<file path="src/hdl/cbt_defines.svh">
// Purpose: Register offsets, field positions and fixed counts of the bit timer
// Assumes: Included by the bit timer itself and by its bench
// Notes:   Definitions only
`ifndef CBT_DEFINES_SVH
`define CBT_DEFINES_SVH

// ----------------------------------------------------------------
// Register byte offsets
// ----------------------------------------------------------------
`define CBT_OFF_CFG1    8'h00
`define CBT_OFF_CFG2    8'h04
`define CBT_OFF_CFG3    8'h08
`define CBT_OFF_CTRL    8'h0c
`define CBT_OFF_STAT    8'h10

// ----------------------------------------------------------------
// Field positions
// ----------------------------------------------------------------
`define CBT_PRESC_LSB   0
`define CBT_PRESC_MSB   5
`define CBT_JUMP_LSB    6
`define CBT_JUMP_MSB    7
`define CBT_DELAY_LSB   0
`define CBT_DELAY_MSB   2
`define CBT_PRE_LSB     3
`define CBT_PRE_MSB     5
`define CBT_TRIPLE_BIT  6
`define CBT_SRC_BIT     7
`define CBT_POST_LSB    0
`define CBT_POST_MSB    2
`define CBT_RUN_BIT     0

// ----------------------------------------------------------------
// Reset values and fixed counts
// ----------------------------------------------------------------
`define CBT_CFG_RST     8'h00
`define CBT_PROC_TQ     4'h2
`define CBT_RECESSIVE   1'b1
`define CBT_BIT_MIN_TQ  5'h08
`define CBT_BIT_MAX_TQ  5'h19

`endif

</file>
<file path="src/hdl/cbt_pkg.sv">
// Purpose: Types shared by the bit timer
// Assumes: Nothing
// Notes:   One-hot segment codes
package cbt_pkg;
    typedef enum logic [3:0] {
        CBT_SYNC = 4'b0001,
        CBT_PROP = 4'b0010,
        CBT_PH1  = 4'b0100,
        CBT_PH2  = 4'b1000
    } cbt_seg_t;
endpackage

</file>
<file path="src/hdl/cbt_bit_timing.sv">
// Purpose: CAN bit timing: quantum prescaler, segments, sampling, sync
// Assumes: can_rx synchronous to sys_clk; AHB-Lite slave, zero wait states
// Notes:   Config writes are ignored while the run bit is set
`timescale 1ns/10ps
`include "cbt_defines.svh"

module cbt_bit_timing import cbt_pkg::*; (
    input  wire logic        sys_clk,
    input  wire logic        rst_b,
    input  wire logic        clk_en,
    input  wire logic        hsel,
    input  wire logic [31:0] haddr,
    input  wire logic [1:0]  htrans,
    input  wire logic        hwrite,
    input  wire logic [2:0]  hsize,
    input  wire logic [31:0] hwdata,
    input  wire logic        hready,
    output logic             hreadyout,
    output logic [31:0]      hrdata,
    output logic             hresp,
    input  wire logic        can_rx,
    input  wire logic        bus_idle,
    input  wire logic        tx_bit,
    output logic             can_tx,
    output logic             rx_bit,
    output logic             bit_start,
    output logic             sample_strobe
);

    // ----------------------------------------------------------------
    // Register bus
    // ----------------------------------------------------------------
    logic [7:0]  cfg1_q, cfg1_d, cfg2_q, cfg2_d, cfg3_q, cfg3_d;
    logic        run_q, run_d, wr_q, wr_d;
    logic [7:0]  addr_q, addr_d;
    logic [31:0] rdata_q, rdata_d;
    logic        acc;
    cbt_seg_t    st_q;

    assign acc = hsel && hready && htrans[1];

    always_comb begin
        cfg1_d  = cfg1_q;
        cfg2_d  = cfg2_q;
        cfg3_d  = cfg3_q;
        run_d   = run_q;
        wr_d    = acc && hwrite;
        addr_d  = acc ? haddr[7:0] : addr_q;
        rdata_d = rdata_q;
        if (wr_q) begin
            // Timing fields are frozen while the engine runs
            if (addr_q == `CBT_OFF_CFG1 && !run_q) cfg1_d = hwdata[7:0];
            if (addr_q == `CBT_OFF_CFG2 && !run_q) cfg2_d = hwdata[7:0];
            if (addr_q == `CBT_OFF_CFG3 && !run_q) cfg3_d = hwdata[7:0];
            if (addr_q == `CBT_OFF_CTRL) run_d = hwdata[`CBT_RUN_BIT];
        end
        // Read from next values so a write just before is seen
        if (acc && !hwrite) begin
            case (haddr[7:0])
                `CBT_OFF_CFG1: rdata_d = {24'h000000, cfg1_d};
                `CBT_OFF_CFG2: rdata_d = {24'h000000, cfg2_d};
                `CBT_OFF_CFG3: rdata_d = {24'h000000, cfg3_d};
                `CBT_OFF_CTRL: rdata_d = {31'h00000000, run_d};
                `CBT_OFF_STAT: rdata_d = {24'h000000, can_tx, rx_bit, run_q, 1'b0, st_q};
                default:       rdata_d = 32'h00000000;
            endcase
        end
    end

    always_ff @(posedge sys_clk or negedge rst_b) begin
        if (!rst_b) begin
            cfg1_q    <= `CBT_CFG_RST;
            cfg2_q    <= `CBT_CFG_RST;
            cfg3_q    <= `CBT_CFG_RST;
            run_q     <= 1'b0;
            wr_q      <= 1'b0;
            addr_q    <= 8'h00;
            rdata_q   <= 32'h00000000;
            hreadyout <= 1'b1;
            hresp     <= 1'b0;
        end else if (clk_en) begin
            cfg1_q    <= cfg1_d;
            cfg2_q    <= cfg2_d;
            cfg3_q    <= cfg3_d;
            run_q     <= run_d;
            wr_q      <= wr_d;
            addr_q    <= addr_d;
            rdata_q   <= rdata_d;
            hreadyout <= 1'b1;
            hresp     <= 1'b0;
        end
    end
    assign hrdata = rdata_q;

    // ----------------------------------------------------------------
    // Segment lengths
    // ----------------------------------------------------------------
    logic [5:0] presc;
    logic [3:0] jump_len, prop_len, pre_len, post_prog, post_len;
    logic       triple_sel, src_sel;

    assign presc      = cfg1_q[`CBT_PRESC_MSB:`CBT_PRESC_LSB];
    assign jump_len   = {2'b00, cfg1_q[`CBT_JUMP_MSB:`CBT_JUMP_LSB]} + 4'h1;
    assign prop_len   = {1'b0, cfg2_q[`CBT_DELAY_MSB:`CBT_DELAY_LSB]} + 4'h1;
    assign pre_len    = {1'b0, cfg2_q[`CBT_PRE_MSB:`CBT_PRE_LSB]} + 4'h1;
    assign post_prog  = {1'b0, cfg3_q[`CBT_POST_MSB:`CBT_POST_LSB]} + 4'h1;
    assign triple_sel = cfg2_q[`CBT_TRIPLE_BIT];
    assign src_sel    = cfg2_q[`CBT_SRC_BIT];

    always_comb begin
        // Never below the processing interval
        if (src_sel) begin
            post_len = (post_prog > `CBT_PROC_TQ) ? post_prog : `CBT_PROC_TQ;
        end else begin
            post_len = (pre_len > `CBT_PROC_TQ) ? pre_len : `CBT_PROC_TQ;
        end
    end

    // ----------------------------------------------------------------
    // Timing engine
    // ----------------------------------------------------------------
    cbt_seg_t   st_d;
    logic [5:0] pre_q, pre_d;
    logic       half_q, half_d, half_tick, tq_tick;
    logic [3:0] seg_q, seg_d, ext_q, ext_d, cut_q, cut_d;
    logic [3:0] pre_eff, post_eff, rem;
    logic [4:0] err;
    logic       synced_q, synced_d, rxp_q, fall, hard, restart;
    logic [1:0] hist_q, hist_d;
    logic       rxb_q, rxb_d, tx_q, tx_d, bs_d, sp_d, vote;

    assign half_tick = clk_en && run_q && pre_q == presc;
    assign tq_tick   = half_tick && half_q;
    assign pre_eff   = pre_len + ext_q;
    assign post_eff  = post_len - cut_q;
    assign rem       = post_eff - seg_q;
    assign fall      = rxp_q && !can_rx && rxb_q && !synced_q && run_q;
    assign hard      = fall && bus_idle;
    assign vote      = (hist_q[0] & hist_q[1]) | (hist_q[0] & can_rx) | (hist_q[1] & can_rx);

    always_comb begin
        st_d     = st_q;
        pre_d    = half_tick ? 6'h00 : pre_q + 6'h01;
        half_d   = half_tick ? !half_q : half_q;
        seg_d    = seg_q;
        ext_d    = ext_q;
        cut_d    = cut_q;
        synced_d = synced_q;
        hist_d   = half_tick ? {hist_q[0], can_rx} : hist_q;
        rxb_d    = rxb_q;
        tx_d     = tx_q;
        bs_d     = 1'b0;
        sp_d     = 1'b0;
        restart  = 1'b0;
        err      = 5'h00;
        if (st_q == CBT_PROP) begin
            err = {1'b0, seg_q} + 5'h01;
        end else if (st_q == CBT_PH1) begin
            err = {1'b0, prop_len} + {1'b0, seg_q} + 5'h01;
        end
        if (!run_q) begin
            st_d   = CBT_SYNC;
            pre_d  = 6'h00;
            half_d = 1'b0;
            seg_d  = 4'h0;
            ext_d  = 4'h0;
            cut_d  = 4'h0;
            tx_d   = `CBT_RECESSIVE;
            rxb_d  = `CBT_RECESSIVE;
        end else if (hard) begin
            restart = 1'b1;
        end else if (fall && (st_q == CBT_PROP || st_q == CBT_PH1) && tx_q) begin
            // Late edge: stretch the pre-sample span, no more than jump width
            synced_d = 1'b1;
            ext_d = (err > {1'b0, jump_len}) ? jump_len : err[3:0];
        end else if (fall && st_q == CBT_PH2) begin
            synced_d = 1'b1;
            if (rem <= jump_len) begin
                restart = 1'b1;
            end else begin
                cut_d = jump_len;
            end
        end
        if (restart) begin
            st_d     = CBT_SYNC;
            pre_d    = 6'h00;
            half_d   = 1'b0;
            seg_d    = 4'h0;
            ext_d    = 4'h0;
            cut_d    = 4'h0;
            synced_d = 1'b1;
            bs_d     = 1'b1;
            tx_d     = tx_bit;
        end else if (tq_tick) begin
            seg_d = seg_q + 4'h1;
            case (st_q)
                CBT_SYNC: begin
                    st_d  = CBT_PROP;
                    seg_d = 4'h0;
                end
                CBT_PROP: begin
                    if (seg_q == prop_len - 4'h1) begin
                        st_d  = CBT_PH1;
                        seg_d = 4'h0;
                    end
                end
                CBT_PH1: begin
                    if (seg_q == pre_eff - 4'h1) begin
                        // Processing interval opens here, inside the post span
                        st_d  = CBT_PH2;
                        seg_d = 4'h0;
                        sp_d  = 1'b1;
                        rxb_d = triple_sel ? vote : can_rx;
                    end
                end
                CBT_PH2: begin
                    if (seg_q == post_eff - 4'h1) begin
                        st_d     = CBT_SYNC;
                        seg_d    = 4'h0;
                        ext_d    = 4'h0;
                        cut_d    = 4'h0;
                        synced_d = 1'b0;
                        bs_d     = 1'b1;
                        tx_d     = tx_bit;
                    end
                end
                default: begin
                    st_d  = CBT_SYNC;
                    seg_d = 4'h0;
                end
            endcase
        end
    end

    always_ff @(posedge sys_clk or negedge rst_b) begin
        if (!rst_b) begin
            st_q          <= CBT_SYNC;
            pre_q         <= 6'h00;
            half_q        <= 1'b0;
            seg_q         <= 4'h0;
            ext_q         <= 4'h0;
            cut_q         <= 4'h0;
            synced_q      <= 1'b0;
            hist_q        <= 2'b11;
            rxp_q         <= `CBT_RECESSIVE;
            rxb_q         <= `CBT_RECESSIVE;
            tx_q          <= `CBT_RECESSIVE;
            bit_start     <= 1'b0;
            sample_strobe <= 1'b0;
        end else if (clk_en) begin
            st_q          <= st_d;
            pre_q         <= pre_d;
            half_q        <= half_d;
            seg_q         <= seg_d;
            ext_q         <= ext_d;
            cut_q         <= cut_d;
            synced_q      <= synced_d;
            hist_q        <= hist_d;
            rxp_q         <= can_rx;
            rxb_q         <= rxb_d;
            tx_q          <= tx_d;
            bit_start     <= bs_d;
            sample_strobe <= sp_d;
        end
    end
    assign can_tx = tx_q;
    assign rx_bit = rxb_q;

    // ----------------------------------------------------------------
    // Checks
    // ----------------------------------------------------------------
    logic [7:0] clk_cnt_q;
    logic [4:0] tq_cnt_q;
    logic [4:0] nominal;

    assign nominal = 5'h01 + {1'b0, prop_len} + {1'b0, pre_len} + {1'b0, post_len};

    always_ff @(posedge sys_clk or negedge rst_b) begin
        if (!rst_b) begin
            clk_cnt_q <= 8'h00;
            tq_cnt_q  <= 5'h00;
        end else if (clk_en) begin
            clk_cnt_q <= (tq_tick || !run_q || restart) ? 8'h00 : clk_cnt_q + 8'h01;
            tq_cnt_q  <= (bs_d || !run_q) ? 5'h00 : tq_cnt_q + {4'h0, tq_tick};
        end
    end
endmodule

</file>
<file path="config.mk">
export PLATFORM = sky130hd
export DESIGN_NAME = cbt_bit_timing
export DESIGN_NICKNAME = d
export VERILOG_FILES = /design/src/hdl/cbt_pkg.sv /design/src/hdl/cbt_bit_timing.sv
export VERILOG_INCLUDE_DIRS = /design/src /design/src/hdl
export SDC_FILE = /design/constraint.sdc
export NUM_CORES = 1
export LEC_CHECK = 0
export BUFFER_PORTS_ARGS = -buffer_cell sky130_fd_sc_hd__buf_2
export CELL_PAD_IN_SITES_DETAIL_PLACEMENT = 0
export CELL_PAD_IN_SITES_GLOBAL_PLACEMENT = 1
export CORE_MARGIN = 8
export CORE_UTILIZATION = 42
export DETAILED_ROUTE_END_ITERATION = 16
export GPL_TIMING_DRIVEN = 0
export PLACE_DENSITY = 0.92
export RECOVER_POWER = 100
export SYNTH_ARGS = -nofsm -noshare
export SYNTH_HDL_FRONTEND = slang
export SYNTH_SLANG_ARGS = --single-unit
</file>
<file path="constraint.sdc">
create_clock -name sys_clk -period 4.8 [get_ports sys_clk]
set_input_delay 1.44 -clock sys_clk [delete_from_list [all_inputs] [get_ports sys_clk]]
set_output_delay 1.44 -clock sys_clk [all_outputs]
set_load 0.005 [all_outputs]
</file>
[After elaboration in Yosys (flattened, before gate mapping)]
Cells that the tools add are included.
W data, S select, Z words.
Storage, ports and cells
  flip-flop bits (word level): 97
  input bits: 78
  output and inout port bits: 38
  logic and storage cells: 175
Operators by class
  add/subtract/negate cells: 15
  $lt $le $gt $ge: 4
  equal/unequal tests: 17
  muxes and demuxes: 83
  bitwise logic cells: 5
  reduce and logical (&&, ||, !) cells: 31
Operators with widths (number)
  $mux W4: 32
  $mux W8: 6
  $pmux W8 S5: 1
  $mux W1: 37
  $eq A8 B4 Y1 const B: 4
  $logic_and A1 B1 Y1: 18
  $mux W6: 3
  $eq A8 B3 Y1 const B: 2
  $logic_not A8 Y1: 2
  $pmux W4 S4: 1
  $add A3 B1 Y4 const B: 3
  $eq A4 B4 Y1: 3
  $pmux W4 S3: 1
  $sub A4 B1 Y4 const B: 3
  $mux W5: 2
  $reduce_and A2 Y1: 5
  $eq A8 B5 Y1 const B: 1
  $gt A4 B2 Y1 const B: 2
  $sub A4 B4 Y4: 2
  $add A6 B1 Y6 const B: 1
  $eq A6 B6 Y1: 1
  $ne A3 B1 Y1 const B: 2
  $add A4 B1 Y5 const B: 1
  $add A4 B4 Y5: 1
  14 further kinds: 21

[Depth between registers and ports, before layout]
  word-level depth: 16
  depth in mapped cells: 20
  gate-level depth less buffers: 19

[Worst setup path after synthesis]
No wires, ideal clock.
  path kind: register to register
  from: reg cfg2_q[3]
  to: reg seg_q[2]
  library setup time: 137 ps
  data arrival time: 4034 ps
  required time: 4663 ps
  setup slack: 629 ps
  cell stages (with the launch flop): 19
  buffers on the path: 1
  period minus slack after synthesis: 4171 ps
  cell sequence: dfrtp_1 > ha_1 > xor2_1 > nor2_1 > nor3_1 > a21oi_1 > ha_1 > fa_1 > fa_1 > inv_1 > ha_1 > nor2b_1 > o21a_1 > o21ai_0 > nand3_1 > o21a_1 > buf_2 > a31oi_1 > o211ai_1
On the way
  longest elaborated chain between the ends: 14
  elaborated cells between the ends (all ways): 24
  classes of those cells: add/sub: 6; order compare: 2; eq/ne: 3; mux: 12; reduce/logical: 1
RTL lines
  start, declared: line cbt_bit_timing.sv:33  | logic [7:0] cfg1_q, cfg1_d, cfg2_q, cfg2_d, cfg3_q, cfg3_d;
  start signal, assigned: line cbt_bit_timing.sv:73  | cfg2_q <= `CBT_CFG_RST;
  start signal, assigned: line cbt_bit_timing.sv:83  | cfg2_q <= cfg2_d;
  $add A3 B1 Y4 *: line cbt_bit_timing.sv:105  | assign pre_len = {1'b0, cfg2_q[`CBT_PRE_MSB:`CBT_PRE_LSB]} + 4'h1;
  $gt A4 B2 Y1 (no source line)
  $mux W4 (no source line)
  $mux W4: line cbt_bit_timing.sv:112  | if (src_sel) begin
  $sub A4 B4 Y4: line cbt_bit_timing.sv:135  | assign post_eff = post_len - cut_q;
  $sub A4 B4 Y4: line cbt_bit_timing.sv:136  | assign rem = post_eff - seg_q;
  $le A4 B3 Y1: line cbt_bit_timing.sv:178  | if (rem <= jump_len) begin
  $mux W1: line cbt_bit_timing.sv:178
  $mux W1: line cbt_bit_timing.sv:176  | end else if (fall && st_q == CBT_PH2) begin
  $mux W1: line cbt_bit_timing.sv:172  | end else if (fall && (st_q == CBT_PROP || st_q == CBT_PH1) && tx_q) begin
  $mux W1: line cbt_bit_timing.sv:170  | end else if (hard) begin
  $mux W1: line cbt_bit_timing.sv:161  | if (!run_q) begin
  $ne A3 B1 Y1 (no source line)
  $reduce_and A2 Y1 (no source line)
  end signal, assigned: line cbt_bit_timing.sv:254  | seg_q <= seg_d;
  end, declared: line cbt_bit_timing.sv:125  | logic [3:0] seg_q, seg_d, ext_q, ext_d, cut_q, cut_d;
Every way passes the cells marked *; elsewhere a longest branch is shown, timed or not.
A chain may end at the register's enable or synchronous reset.

[Worst setup path in the final report]
Ends and elaborated chain as after synthesis.

==> impl_metrics.env <==
export IMPL_crit_type="register to register"
export IMPL_fin_area_sq_mm=0.00588
export IMPL_postRouteAntennaNets=0
export IMPL_violations="max-capacitance violations, max-slew violations"
export IMPL_wl_per_cell_um=17.4
export IMPL_syn2layout_area_growth_pct=14.9
export IMPL_drv_slew=32
export IMPL_max_freq_mhz=219
export IMPL_r2r_setup_slack_ns=0.23
export IMPL_final_nets=709
export IMPL_grt_use_total=0.166
export IMPL_rows=40
export IMPL_relSlewSlack=-0.121
export IMPL_clk_latency_ns=0.33
export IMPL_drtPass1Iterations=5
export IMPL_hold_viol=0
export IMPL_clkSlewWorstSetupHoldPaths_ns=0.06
export IMPL_cp_data_required_time_ns=5.00
export IMPL_diodes=0
export IMPL_yosysMostFrequentCell="dfrtp_1"
export IMPL_die_area_sq_mm=0.0160
export IMPL_vias=4246
export IMPL_routed_via_density=5.65
export IMPL_place_ws_ns=-0.257
export IMPL_rsz0062_at_grt="false"
export IMPL_yosysTopAreaCell="dfrtp_1"
export IMPL_p_leak_nw=2.65
export IMPL_cts_buffers=9
export IMPL_overflow=0
export IMPL_ys_ff_latch=73
export IMPL_syn_avg_cell_area_sq_um=9.71
export IMPL_synth_area_leaders="dfrtp_1 (33%), mux2_2 (9.9%), ha_1 (6.8%)"
export IMPL_cts_sinks=73
export IMPL_power_density_mw_per_mm2=309
export IMPL_io_pins=116
export IMPL_die_w_um=126
export IMPL_synth_edff_count=0
export IMPL_synth_cells=527
export IMPL_worstHoldPathType="register to register"
export IMPL_cts_tree="yes"
export IMPL_fin_ws_ns=0.235
export IMPL_antenna_found_initial=0
export IMPL_hold_buffers=0
export IMPL_core_region_area_sq_mm=0.0120
export IMPL_holdWs_ns=0.483
export IMPL_yosysTopAreaCellShare=0.328
export IMPL_yosys_warnings=0
export IMPL_synth_flop_cell="dfrtp_1"
export IMPL_start_util=0.428
export IMPL_clockBufferDepth=2
export IMPL_synthesis_area_sq_mm=0.00512
export IMPL_drc=0
export IMPL_async_flop_share=1.00
export IMPL_htree_levels=3
export IMPL_grt_pass1_vias=4360
export IMPL_finalClockSkew_ns=0.00722
export IMPL_routabilityCongestion=0.884
export IMPL_crit_path_end_kind="register"
export IMPL_period_share=0.951
export IMPL_drv_cap=1
export IMPL_root_buffer="clkbuf_16"
export IMPL_worstPathMaxFanout=10
export IMPL_grt_pass1_wl_mm=21.7
export IMPL_grt_max_degree=44
export IMPL_ir_drop_mv=0.193
export IMPL_place_hpwl_mm=9.91
export IMPL_synthTopCellsByCount="dfrtp_1 (67), mux2_2 (45), nand2_1 (33)"
export IMPL_seq_area_frac_synth=0.358
export IMPL_die_h_um=126
export IMPL_worstPathArrival_ns=4.76
export IMPL_tightest_slew_ns=1.68
export IMPL_wirelength_mm=13.0
export IMPL_port_buffers=36
export IMPL_outcome="finished with violations"
export IMPL_placed_area_sq_mm=0.00559
export IMPL_finalSetupViolCount=0
export IMPL_post_route_util=0.491
export IMPL_drt_iter0_markers=279
export IMPL_finalCriticalPeriod_ns=4.57
export IMPL_drive_gt1_frac=0.220
export IMPL_start_kind="register"
export IMPL_yosys_cell_types_count=59
[layer usage]
layer | share of wire | track usage | vias up
li1 | - | - | 1987
met1 | 0.43 | 0.200 | 2094
met2 | 0.49 | 0.289 | 146
met3 | 0.065 | 0.0331 | 19
met4 | 0.017 | 0.0510 | 0
met5 | 0 | 0 | -
[worst paths after layout]
kind                            startpoint  depth (start not counted)        end
worst max-delay path             cfg2_q[3]                         18   seg_q[2]
worst min-delay path             hrdata[3]                          2  hrdata[3]
worst max register to register   cfg2_q[3]                         18   seg_q[2]
worst min register to register   hrdata[3]                          2  hrdata[3]
max in group asynchronous            rst_b                          2   ext_q[0]
min in group asynchronous            rst_b                          1  hrdata[0]
[what timing repair did]
item                       in CTS  in global routing
setup endpoints to repair       6                 25
gates resized for setup         3                  5
gates cloned                    0                  0
setup buffers                   0                  0
pin swaps                       0                  1
[through the flow]
| stage | total power [mW] | setup TNS (ns) | instances |
|---|---|---|---|
| after global placement | 1.16 | -1.02 | 734 |
| after floorplan | 1.05 | 0 | 551 |
| final | 1.82 | 0 | 751 |
| after global routing | 1.90 | 0 | 751 |
| after detailed placement | 1.18 | -1.42 | 735 |
| after CTS | 1.83 | 0 | 751 |
[registers in the layout, summed over array words and instances, names as in the netlist, 2 cells and up]
register	flops
st_q	4
cfg3_q	8
cfg2_q	8
hrdata	8
hist_q	2
cut_q	4
addr_q	8
pre_q	6
cfg1_q	8
seg_q	4
ext_q	4
[power by group]
group / switching (mW) / internal [mW] / leakage [nW]
sequential: 0.0609 / 0.695 / 0.958
clock: 0.286 / 0.359 / 0.135
combinational: 0.237 / 0.181 / 1.56
[final cells by class]
| class | instances | area (sq um) |
|---|---|---|
| Clock inverter | 7 | 61.3 |
| Sequential cell | 73 | 1840 |
| Timing Repair Buffer | 37 | 176 |
| Clock buffer | 9 | 225 |
| Multi-Input combinational cell | 400 | 3000 |
| Inverter | 32 | 120 |
| Buffer | 46 | 275 |
| Tap cell | 147 | 184 |
| Fill cell | 1121 | 6080 |
[cells in the final DEF, fill, tap and decap left out, types with 23 or more instances in the layout]
cell and n:
nor2_1 27, inv_1 32, buf_2 33, conb_1 26, buf_4 26, dfrtp_1 65, o21ai_0 25, a21oi_1 23
mux2_2 45, ha_1 28, nand2_1 33
[cells by family (layout without fill, tap and decap cells)]
family                     Yosys count  count (layout)  share of synthesized area
AOI/OAI and AO/OA                  101             101                      0.130
other                                2              26                    0.00147
xor gates and xnor gates            31              31                     0.0584
muxes                               66              66                      0.140
DFF                                 73              73                      0.358
and+or+nand+nor                    144             144                      0.150
adders and majority gates           32              32                     0.0841
buffers and inverters               78             131                     0.0773
[worst max-delay path, cell delays in order (launching register included)]
cell      delay [ns]
dfrtp_2         0.47
ha_1            0.38
nor2_1          0.13
nor2_1          0.04
nor3_1          0.13
a21oi_1         0.07
ha_1            0.22
fa_1            0.55
fa_1            0.55
inv_1           0.04
ha_1            0.29
nor2b_1         0.13
o21a_1          0.17
o21ai_2         0.18
nand3_1         0.18
o21a_1          0.27
buf_2           0.21
a31oi_4         0.28
o211ai_1        0.13
No activity file was read; power rests on OpenSTA's default activity.
